### src/msc_pkg.sv
package msc_pkg;

   // ------------------------------------------------------------
   // Timing
   // ------------------------------------------------------------
   localparam int unsigned CLK_PERIOD_NS       = 10;
   // Latest start of connect/disconnect procedures after a request, in ms
   localparam int unsigned PROC_START_MS       = 1000;
   localparam int unsigned PROC_START_CYCLES   = (PROC_START_MS * 1000000) / CLK_PERIOD_NS;
   localparam int unsigned CNT_W               = 27;

   // ------------------------------------------------------------
   // Reset values
   // ------------------------------------------------------------
   localparam logic        SYNC_RESET_LEVEL    = 1'h1;
   localparam logic        LAMP_RESET_LEVEL    = 1'h1;
   localparam logic        OUT_RESET_LEVEL     = 1'h0;
   // Open-drain pins only ever pull low
   localparam logic        WAKE_DRIVE_LEVEL    = 1'h0;
   localparam logic [CNT_W-1:0] CNT_ZERO       = 27'h0;

   typedef enum logic [2:0] {
      MSC_RADIO_OFF,
      MSC_CONNECT_WAIT,
      MSC_RADIO_ON,
      MSC_DISCONNECT_WAIT
   } msc_radio_state_t;

endpackage

### src/msc_system_control.sv
`timescale 1ns/1ps
module msc_system_control (
   // Clock and reset
   input  wire logic mclk,
   input  wire logic sys_rst,
   // Host pins (pull-ups assumed on the pad: open reads high)
   input  wire logic radio_kill_n,
   input  wire logic tx_power_cut_n,
   output logic      status_lamp_n,
   output logic      host_wake_n_o,
   output logic      host_wake_n_oe,
   // Modem core side
   input  wire logic sw_radio_off,
   input  wire logic powered,
   input  wire logic registered,
   input  wire logic link_active,
   input  wire logic in_sel_suspend,
   input  wire logic wake_request,
   input  wire logic disconnect_done,
   output logic      start_disconnect,
   output logic      start_connect,
   output logic      rf_enable,
   output logic      tx_power_reduce,
   output logic      suspend_exit,
   output logic      kill_active
);

   // ------------------------------------------------------------
   // Input synchronisers
   // ------------------------------------------------------------
   // Reset to the pulled-up level so a floating pin never reads as an assertion
   logic kill_meta_reg;
   logic kill_sync_reg;
   logic kill_prev_reg;
   logic cut_meta_reg;
   logic cut_sync_reg;

   // Both pins are active low; one decode keeps their polarity handling alike
   function automatic logic msc_pin_asserted(input logic level_n);
      return ~level_n;
   endfunction

   always_ff @(posedge mclk or posedge sys_rst) begin
      if (sys_rst) begin
         kill_meta_reg <= msc_pkg::SYNC_RESET_LEVEL;
         kill_sync_reg <= msc_pkg::SYNC_RESET_LEVEL;
      end else begin
         kill_meta_reg <= radio_kill_n;
         kill_sync_reg <= kill_meta_reg;
      end
   end

   // Previous synchronised level, for the release edge
   always_ff @(posedge mclk or posedge sys_rst) begin
      if (sys_rst) begin
         kill_prev_reg <= msc_pkg::SYNC_RESET_LEVEL;
      end else begin
         kill_prev_reg <= kill_sync_reg;
      end
   end

   always_ff @(posedge mclk or posedge sys_rst) begin
      if (sys_rst) begin
         cut_meta_reg <= msc_pkg::SYNC_RESET_LEVEL;
         cut_sync_reg <= msc_pkg::SYNC_RESET_LEVEL;
      end else begin
         cut_meta_reg <= tx_power_cut_n;
         cut_sync_reg <= cut_meta_reg;
      end
   end

   // No debounce here: the host cleans the switch
   logic hw_kill;
   logic radio_off_req;
   logic kill_release;
   logic cut_req;
   assign hw_kill       = msc_pin_asserted(kill_sync_reg);
   assign cut_req       = msc_pin_asserted(cut_sync_reg);
   assign radio_off_req = hw_kill | sw_radio_off;
   // A rising synchronised level is the kill release
   assign kill_release  = kill_sync_reg & ~kill_prev_reg;

   // ------------------------------------------------------------
   // Radio state machine
   // ------------------------------------------------------------
   // Procedures are kicked on the first cycle of a request seen in the off or on state; a request met in a wait state is held until that state ends
   msc_pkg::msc_radio_state_t state_reg;
   msc_pkg::msc_radio_state_t state_next;

   // RF is live while on and while disconnect procedures still run
   function automatic logic msc_rf_live(input msc_pkg::msc_radio_state_t st);
      return (st == msc_pkg::MSC_RADIO_ON) || (st == msc_pkg::MSC_DISCONNECT_WAIT);
   endfunction

   always_comb begin
      state_next = state_reg;
      unique case (state_reg)
         msc_pkg::MSC_RADIO_OFF: begin
            if (!radio_off_req) begin
               state_next = msc_pkg::MSC_CONNECT_WAIT;
            end
         end
         msc_pkg::MSC_CONNECT_WAIT: begin
            // An off request arriving here is served from the on state
            state_next = msc_pkg::MSC_RADIO_ON;
         end
         msc_pkg::MSC_RADIO_ON: begin
            if (radio_off_req) begin
               state_next = msc_pkg::MSC_DISCONNECT_WAIT;
            end
         end
         msc_pkg::MSC_DISCONNECT_WAIT: begin
            if (disconnect_done) begin
               state_next = msc_pkg::MSC_RADIO_OFF;
            end
         end
         default: begin
            state_next = msc_pkg::MSC_RADIO_OFF;
         end
      endcase
   end

   always_ff @(posedge mclk or posedge sys_rst) begin
      if (sys_rst) begin
         state_reg <= msc_pkg::MSC_RADIO_OFF;
      end else begin
         state_reg <= state_next;
      end
   end

   // ------------------------------------------------------------
   // Procedure strobes and RF gate
   // ------------------------------------------------------------
   // Each strobe lasts one cycle because the state has moved on by the next edge
   always_ff @(posedge mclk or posedge sys_rst) begin
      if (sys_rst) begin
         start_disconnect <= msc_pkg::OUT_RESET_LEVEL;
      end else begin
         start_disconnect <= (state_reg == msc_pkg::MSC_RADIO_ON) && radio_off_req;
      end
   end

   always_ff @(posedge mclk or posedge sys_rst) begin
      if (sys_rst) begin
         start_connect <= msc_pkg::OUT_RESET_LEVEL;
      end else begin
         start_connect <= (state_reg == msc_pkg::MSC_RADIO_OFF) && !radio_off_req;
      end
   end

   // RF stays on through disconnect so the network procedures can finish
   always_ff @(posedge mclk or posedge sys_rst) begin
      if (sys_rst) begin
         rf_enable <= msc_pkg::OUT_RESET_LEVEL;
      end else begin
         rf_enable <= msc_rf_live(state_next);
      end
   end

   // ------------------------------------------------------------
   // Power reduction, suspend exit, status
   // ------------------------------------------------------------
   always_ff @(posedge mclk or posedge sys_rst) begin
      if (sys_rst) begin
         tx_power_reduce <= msc_pkg::OUT_RESET_LEVEL;
      end else begin
         tx_power_reduce <= cut_req;
      end
   end

   // Any release while suspended wakes the core; a spurious exit costs only power
   always_ff @(posedge mclk or posedge sys_rst) begin
      if (sys_rst) begin
         suspend_exit <= msc_pkg::OUT_RESET_LEVEL;
      end else begin
         suspend_exit <= kill_release & in_sel_suspend;
      end
   end

   always_ff @(posedge mclk or posedge sys_rst) begin
      if (sys_rst) begin
         kill_active <= msc_pkg::OUT_RESET_LEVEL;
      end else begin
         kill_active <= hw_kill;
      end
   end

   // ------------------------------------------------------------
   // Lamp and wake pins
   // ------------------------------------------------------------
   // Lit only in the quiet registered state; traffic or no service leaves it dark
   always_ff @(posedge mclk or posedge sys_rst) begin
      if (sys_rst) begin
         status_lamp_n <= msc_pkg::LAMP_RESET_LEVEL;
      end else begin
         status_lamp_n <= ~(powered & registered & ~link_active);
      end
   end

   always_ff @(posedge mclk or posedge sys_rst) begin
      if (sys_rst) begin
         host_wake_n_oe <= msc_pkg::OUT_RESET_LEVEL;
      end else begin
         host_wake_n_oe <= wake_request;
      end
   end

   // Open drain: only ever drive low, the host pull-up makes the high level
   assign host_wake_n_o = msc_pkg::WAKE_DRIVE_LEVEL;

endmodule // msc_system_control

### config.mk
export PLATFORM = sky130hd
export DESIGN_NAME = msc_system_control
export DESIGN_NICKNAME = d
export VERILOG_FILES = /design/src/msc_pkg.sv /design/src/msc_system_control.sv
export SDC_FILE = /design/constraint.sdc
export NUM_CORES = 1
export LEC_CHECK = 0
export ABC_AREA = 1
export ABC_CLOCK_PERIOD_IN_PS = 1900
export BUFFER_PORTS_ARGS = -buffer_cell sky130_fd_sc_hd__buf_2
export CAP_MARGIN = 0
export CORE_AREA = 2 2 39 41
export CTS_CLUSTER_DIAMETER = 50
export DETAILED_ROUTE_END_ITERATION = 10
export DIE_AREA = 0 0 41 43
export PLACE_DENSITY = 0.68
export SYNTH_ARGS = -nofsm -noshare
export SYNTH_HDL_FRONTEND = slang
export SYNTH_SLANG_ARGS = --single-unit
### constraint.sdc
create_clock -name mclk -period 1.9 [get_ports mclk]
set_clock_uncertainty 0.05 [all_clocks]
set_input_delay 0.095 -clock mclk [delete_from_list [all_inputs] [get_ports mclk]]
set_output_delay 0.095 -clock mclk [all_outputs]
set_load 0.01 [all_outputs]
==> results of run 1 <==
## worst max-delay path, stage by stage
cell           delay [ps]
dlygate4sd3_1         540
buf_2                 120
nand3b_1               60
dlygate4sd3_1         540
## placed cells by master, fill, tap and decap left out
master and count:
clkbuf_4 3, nand3b_1 1, dfrtp_1 10, nor2_1 4, nand2_2 1, nand2_1 4
buf_2 18, dfstp_2 6, nand3_1 4, conb_1 2, dlygate4sd3_1 7, clkbuf_8 1
nand3_2 2, inv_1 8, nor2_2 2
## area by class of cell
type | count | area (um^2) | area share
sequential | 16 | 408 | 0.538
tap | 16 | 20.0 | 0.0264
timing repair buffer | 25 | 160 | 0.211
inverter | 8 | 30.0 | 0.0396
clock buffer | 4 | 36.3 | 0.0479
multi-input combinational | 20 | 104 | 0.137
## layer usage
layer | vias to the layer above | wire length [um]
li1 | 186 | -
met2 | 16 | 555
met4 | 0 | 30
met3 | 4 | 54
met5 | - | 0
met1 | 177 | 297
## per-stage QoR
step	std cells	hold slack (ps)	area, um^2	setup slack [ps]
2_1_floorplan	45	-45.6	549	993
3_3_place_gp	78	116	652	967
3_5_place_dp	78	127	652	926
4_1_cts	89	56.2	758	749
5_1_grt	89	57.2	758	712
6_report	89	60.5	758	725
## worst paths after layout
path | to | slack [ps] | cells after the start
min in group asynchronous | suspend_exit$_DFF_PP0_ | 350 | 3
max in group asynchronous | kill_sync_reg$_DFF_PP1_ | 1070 | 3
min reg2reg | cut_sync_reg$_DFF_PP1_ | 310 | 0
min | state_reg[0]$_DFF_PP0_ | 60 | 4
max | status_lamp_n$_DFF_PP1_ | 720 | 4
max reg2reg | start_connect$_DFF_PP0_ | 920 | 4
## logic make-up (layout without fill, tap and decap cells)
kind of cell           count (synthesis)  in the layout  share of synthesized area
DFF                                   16             16                      0.748
buffers and inverters                  9             37                     0.0688
other                                  1              2                    0.00687
and+or+nand+nor                       18             18                      0.177
## power groups by stage
stage	Combinational, uW	Clock [uW]	Sequential (uW)
after floorplan	25.0	0	383
after detailed placement	52.1	0	379
final	61.5	219	373
after global routing	70.5	256	376
after global placement	50.3	0	378
after CTS	62.4	229	373
## timing repair
| item | 4_1_cts | 5_1_grt |
|---|---|---|
| resized for setup | 0 | 0 |
| hold buffers | 7 | 0 |
| hold endpoints to repair | 15 | 0 |
| endpoints found under the setup margin | 0 | 0 |
==> qor.yml, run 1 <==
die_h_um: 43
io_pins: 20
clockBufferDepth: 2
numPortBuffers: 18
leakage_uw: 0.000416
synthFlopType: "dfrtp_1"
synth.distinct_cells: 12
post-cts-setup-buffers: 0
gr-usage-met1: 0.163
grt_pass1_vias: 379
drc: 0
fin_nets: 85
drv_slew: 0
worstHoldStart: "disconnect_done"
num_rows: 14
dp_hpwl_um: 643
finish.utilization: 0.548
use_met2: 0.241
grt_pass1_wl_mm: 1.63
viasPerCell: 4.30
gr-usage-met3: 0.0157
dieArea_um2: 1760
clockRootBuffer: "clkbuf_4"
cts_inserted_buffers: 3
netlist_instances: 44
grt_busiest_layer: "met2"
p_per_area_nw_per_um2: 862
p_switching_uw: 143
antennaDiodeCount: 0
cts.htree.levels: 1
syn_avg_cell_area_um2: 12.4
finalSetupViolCount: 0
worstSetupPathType: "in2reg"
clk_latency_ps: 290
p_seq_frac: 0.570
cp-start-kind: "primary input"
p_int_uw: 510
grt_overflow_total: 0
ys_ff_latch: 16
path_clk_slew_ps: 90
clkSinkCount: 16
synth.area.top_cells: "dfrtp_1, dfstp_2, inv_1"
period_minus_slack_ps: 1180
crit_start: "registered"
setup.worst_path.end_class: "flop"
post-route-period-util: 0.619
total_power_uw: 654
grt_max_degree: 17
largest_reg_flops: 3
status: "finished, final reports clean"
r2r_start: "kill_sync_reg$_DFF_PP1_"
swShare: 0.219
antenna_found_initial: 0
worstPathArrival_ps: 1350
vias: 383
synth-edff-count: 0
fin_setup_tns_ps: 0
hp-class: "in2reg"
ant_nets: 0
groute.usage.overall: 0.149
syn_to_final_growth_pct: 39.0
hold_viol_final: 0
tightest_slew_ps: 559
pwr-share-clk: 0.336
ys_warn_count: 0
n_fill_cell: 129
wl_um: 938
avgRoutedWirePerCell_um: 10.5
rsz0062_at_grt: "no"
required_ps: 2080
pwr-share-comb: 0.094
synth.most_common_cell: "dfrtp_1"
cts_tree: "done"
first_pass_iters: 4
layout-drive-gt1-share: 0.452
ys_top_cells_by_count: "dfrtp_1, inv_1, dfstp_2"
max-cap-violations: 0
initial_core_util: 0.394
synth.cell_area_um2: 546
crit_fanout: 1
yosysSeqAreaShare: 0.748
core_area_um2: 1380
irDropWorstVdd_mv: 0.406
gp_congestion: 0.703
yosys.area.top_type: "dfrtp_1"
fp.dieW_um: 41
synth_top_area_share: 0.459
synth-async-reset-ratio: 1.00
slew_headroom: 0.627
fmaxAchievable_mhz: 851
first_iter_violations: 3
No activity file was read; power rests on OpenSTA's default activity.
==> run 2: changes to the inputs <==
- ABC_CLOCK_PERIOD_IN_PS: 1900 -> 1000
- CORE_AREA: 2 2 39 41 -> unset
- CORE_MARGIN: unset -> 1
- CORE_UTILIZATION: unset -> 40
- DIE_AREA: 0 0 41 43 -> unset
- PLACE_DENSITY: 0.68 -> 0.69
- clock period: 1.9 -> 1 ns (I/O delays scaled with it)
==> qor.yml, run 2 (synthesis gave the netlist of run 1 again) <==
status: "complete, but fails checks"
violations: "negative setup slack"
avgRoutedWirePerCell_um: 11.0
clkSinkCount: 16
grt_pass1_vias: 379
required_ps: 900
grt_max_degree: 13
groute.usage.overall: 0.166
post-place-cells: 77
crit_start: "status_lamp_n$_DFF_PP1_"
leakage_uw: 0.000423
drc: 0
clk_latency_ps: 270
hold_viol_final: 0
crit_fanout: 1
finalSetupViolCount: 1
r2r_cells: 4
p_per_area_nw_per_um2: 1530
rrSetupSlack_ps: 40
syn_to_final_growth_pct: 41.1
r2r_start: "kill_sync_reg$_DFF_PP1_"
gp_congestion: 0.752
dp_hpwl_um: 613
first_pass_iters: 1
postLayoutSetupSlackWorst_ps: -12.6
fp.dieW_um: 38.9
antenna_found_initial: 0
layout-drive-gt1-share: 0.453
cts_tree: "done"
core_area_um2: 1190
clockRootBuffer: "clkbuf_4"
r2r-end: "start_connect$_DFF_PP0_"
drv_slew: 0
worstPathArrival_ps: 910
cts_inserted_buffers: 3
wl_um: 975
rsz0062_at_grt: "yes"
setup.worst_path.end_class: "primary output"
min_delay_path_depth: 4
crit_chain: "buf_6"
num_rows: 12
worstSetupPathType: "reg2out"
final_cell_mix: "buf_2, dfrtp_1, dlygate4sd3_1, inv_1, dfstp_2"
dp_slack_ps: 51.2
path_clk_slew_ps: 90
path_buf_inv: 1
fmaxAchievable_mhz: 988
ant_nets: 0
clockBufferDepth: 2
vias: 381
path_delay_family: "flip-flops"
irDropWorstVdd_mv: 0.904
critPathMaxStageDelay_ps: 540
period_minus_slack_ps: 1010
first_iter_violations: 0
fin_nets: 87
io_pins: 20
viasPerCell: 4.28
layoutNonFillerInstCount: 89
antennaDiodeCount: 0
cts.htree.levels: 1
grt_pass1_wl_mm: 1.52
initial_core_util: 0.460
largest_reg_flops: 3
hp-class: "in2reg"
total_power_uw: 1180
max-cap-violations: 0
numPortBuffers: 18
dieArea_um2: 1520
cp-start-kind: "flop"
post-route-period-util: 1.01
grt_overflow_total: 0
die_h_um: 38.9
cp_slowest_cell: "dfstp_2"
crit_end: "status_lamp_n"
crit_cells: 1
final_common_cell: "buf_2"
## run 2: worst min-delay path by stage
stage | start | endpoint | slack (ps)
final | sw_radio_off | start_connect$_DFF_PP0_ | 20
after global routing | disconnect_done | state_reg[0]$_DFF_PP0_ | 30
after CTS | sw_radio_off | start_connect$_DFF_PP0_ | 10
after detailed placement | sys_rst | host_wake_n_oe$_DFF_PP0_ | -100
after global placement | sys_rst | host_wake_n_oe$_DFF_PP0_ | -110
after floorplan | sys_rst | host_wake_n_oe$_DFF_PP0_ | -90
## run 2: timing repair
action	4_1_cts	5_1_grt
buffers inserted	0	0
endpoints found under the setup margin	1	3
resized for setup	1	1
hold endpoints to repair	18	0
hold buffers	8	0
## run 2: layout make-up
cell class / instances / area [um^2]
clock buffer: 4 / 26.3
fill: 99 / 417
inverter: 8 / 30.0
multi-input combinational: 20 / 104
sequential: 16 / 408
tap: 14 / 17.5
timing repair buffer: 27 / 184
## run 2: power breakdown
part | switching, uW | leakage [uW] | total (uW) | internal [uW]
clock | 187 | 0.0000150 | 341 | 155
combinational | 62.7 | 0.000217 | 127 | 64.2
sequential | 16.7 | 0.000191 | 708 | 692
total | 266 | 0.000423 | 1180 | 911
## run 2: metrics by stage
step / setup TNS, ps / hold slack (ps) / utilization / area (um^2)
5_1_grt: -75.4 / 29.3 / 0.649 / 769
4_1_cts: -27.4 / 10.3 / 0.649 / 769
3_3_place_gp: 0 / -112 / 0.554 / 657
3_5_place_dp: 0 / -101 / 0.554 / 657
6_report: -12.6 / 23.6 / 0.649 / 769
2_1_floorplan: 0 / -90.6 / - / 549
## run 2: routing by layer
layer	vias to the layer above	global-route usage	wire length, um
met3	2	0.0520	43
met2	14	0.308	558
li1	194	-	-
met1	171	0.152	363
met4	0	0.103	10
met5	-	0	0
==> run 3: changes to the inputs <==
==> constraint.sdc (replaced) <==
create_clock -name mclk -period 1 [get_ports mclk]
set_clock_uncertainty 0.05 [all_clocks]
set_input_delay 0.3 -clock mclk [delete_from_list [all_inputs] [get_ports mclk]]
set_output_delay 0.3 -clock mclk [all_outputs]
set_load 0.01 [all_outputs]
==> qor.yml, run 3 (synthesis gave the netlist of run 1 again) <==
r2r_start: "kill_sync_reg$_DFF_PP1_"
vias: 356
fp.dieW_um: 38.9
io_pins: 20
crit_cells: 1
period_minus_slack_ps: 1250
clk_latency_ps: 270
post-cts-setup-buffers: 0
post-route-period-util: 1.25
post-place-cells: 77
worstPathArrival_ps: 900
irDropWorstVdd_mv: 1.12
path_buf_inv: 1
hp-class: "in2reg"
largest_reg_flops: 3
crit_start: "status_lamp_n$_DFF_PP1_"
critPathMaxStageDelay_ps: 530
hold_ws_ps: 66.7
layout-drive-gt1-share: 0.559
grt_pass1_wl_mm: 1.26
cts_inserted_buffers: 3
finish.utilization: 0.618
rsz0062_at_grt: "yes"
n_fill_cell: 105
dp_hpwl_um: 605
drc: 0
die_h_um: 38.9
clockRootBuffer: "clkbuf_4"
initial_core_util: 0.460
num_rows: 12
numPortBuffers: 18
crit_chain: "buf_6"
worstSetupPathType: "reg2out"
grt_max_degree: 13
first_pass_iters: 3
ant_nets: 0
wl_um: 794
final_common_cell: "buf_2"
antennaDiodeCount: 0
grt_pass1_vias: 332
path_clk_slew_ps: 90
cp-start-kind: "flop"
postLayoutSetupSlackWorst_ps: -250
cp_slowest_cell: "dfstp_2"
cts.htree.levels: 1
violations: "negative setup slack"
finalSetupViolCount: 8
drv_slew: 0
path_delay_family: "flip-flops"
leakage_uw: 0.000400
dieArea_um2: 1520
fmaxAchievable_mhz: 800
crit_end: "status_lamp_n"
required_ps: 650
hold_viol_final: 0
first_iter_violations: 8
gp_congestion: 0.803
worstHoldStart: "tx_power_cut_n"
syn_to_final_growth_pct: 34.4
status: "complete, but fails checks"
fin_nets: 80
p_per_area_nw_per_um2: 1670
viasPerCell: 4.34
core_area_um2: 1190
setup.worst_path.end_class: "primary output"
final_cell_mix: "buf_2, dfrtp_1, inv_1, dfstp_2, nand2_1"
groute.usage.overall: 0.128
grt_overflow_total: 0
avgRoutedWirePerCell_um: 9.68
rrSetupSlack_ps: 40
max-cap-violations: 0
total_power_uw: 1230
r2r-end: "state_reg[0]$_DFF_PP0_"
cts_tree: "done"
antenna_found_initial: 0
crit_fanout: 1
layoutNonFillerInstCount: 82
clkSinkCount: 16
r2r_cells: 3
clockBufferDepth: 2
[run 3: cell types whose count changed in the layout (fill, tap and decap cells not counted), sizes merged]
cell | previous run | this run
dlygate4sd3 | 8 | 1
clkinvlp | 0 | 1
inv | 8 | 7
[run 3: per-layer routing]
layer,share of wire,GRT usage,vias to the layer above,wire (um)
li1,-,-,174,-
met1,0.40,0.161,170,318
met2,0.55,0.208,12,439
met3,0.044,0.0347,0,35
met4,0,0.0517,0,0
met5,0,0,-,0
[run 3: cell type report]
type	instances	area, um^2	area share
sequential	16	408	0.556
timing repair buffer	20	126	0.172
multi-input combinational	20	111	0.152
clock buffer	4	36.3	0.0495
inverter	8	33.8	0.0461
tap	14	17.5	0.0239
[run 3: worst min-delay path by stage]
| stage | depth (start not counted) | end |
|---|---|---|
| CTS | 1 | cut_meta_reg$_DFF_PP1_ |
| global route | 1 | cut_meta_reg$_DFF_PP1_ |
| floorplan | 1 | host_wake_n_oe$_DFF_PP0_ |
| finish | 1 | cut_meta_reg$_DFF_PP1_ |
| global placement | 2 | host_wake_n_oe$_DFF_PP0_ |
| detailed placement | 2 | host_wake_n_oe$_DFF_PP0_ |
[run 3: repair_timing]
| item | CTS | global route |
|---|---|---|
| endpoints found under the setup margin | 9 | 14 |
| resized for setup | 2 | 3 |
| endpoints found under the hold margin | 2 | 0 |
| hold buffers | 1 | 0 |
[run 3: through the flow]
| step | setup TNS [ps] | setup WS [ps] | cell area [um^2] |
|---|---|---|---|
| global route | -1410 | -284 | 733 |
| CTS | -1180 | -264 | 722 |
| detailed placement | 0 | 18.8 | 669 |
| finish | -1080 | -250 | 733 |
| floorplan | 0 | 92.7 | 549 |
| global placement | 0 | 43.0 | 669 |
[run 3: worst reg2reg max path: stages (launching register included)]
cell and delay (ps):
dfstp_2 570, nand2_1 80, nand3_2 90, nand3_2 70
[run 3: where the power goes]
part	total, uW	internal [uW]	switching (uW)
Clock	402	221	181
Sequential	709	692	17.0
Combinational	116	53.1	63.4
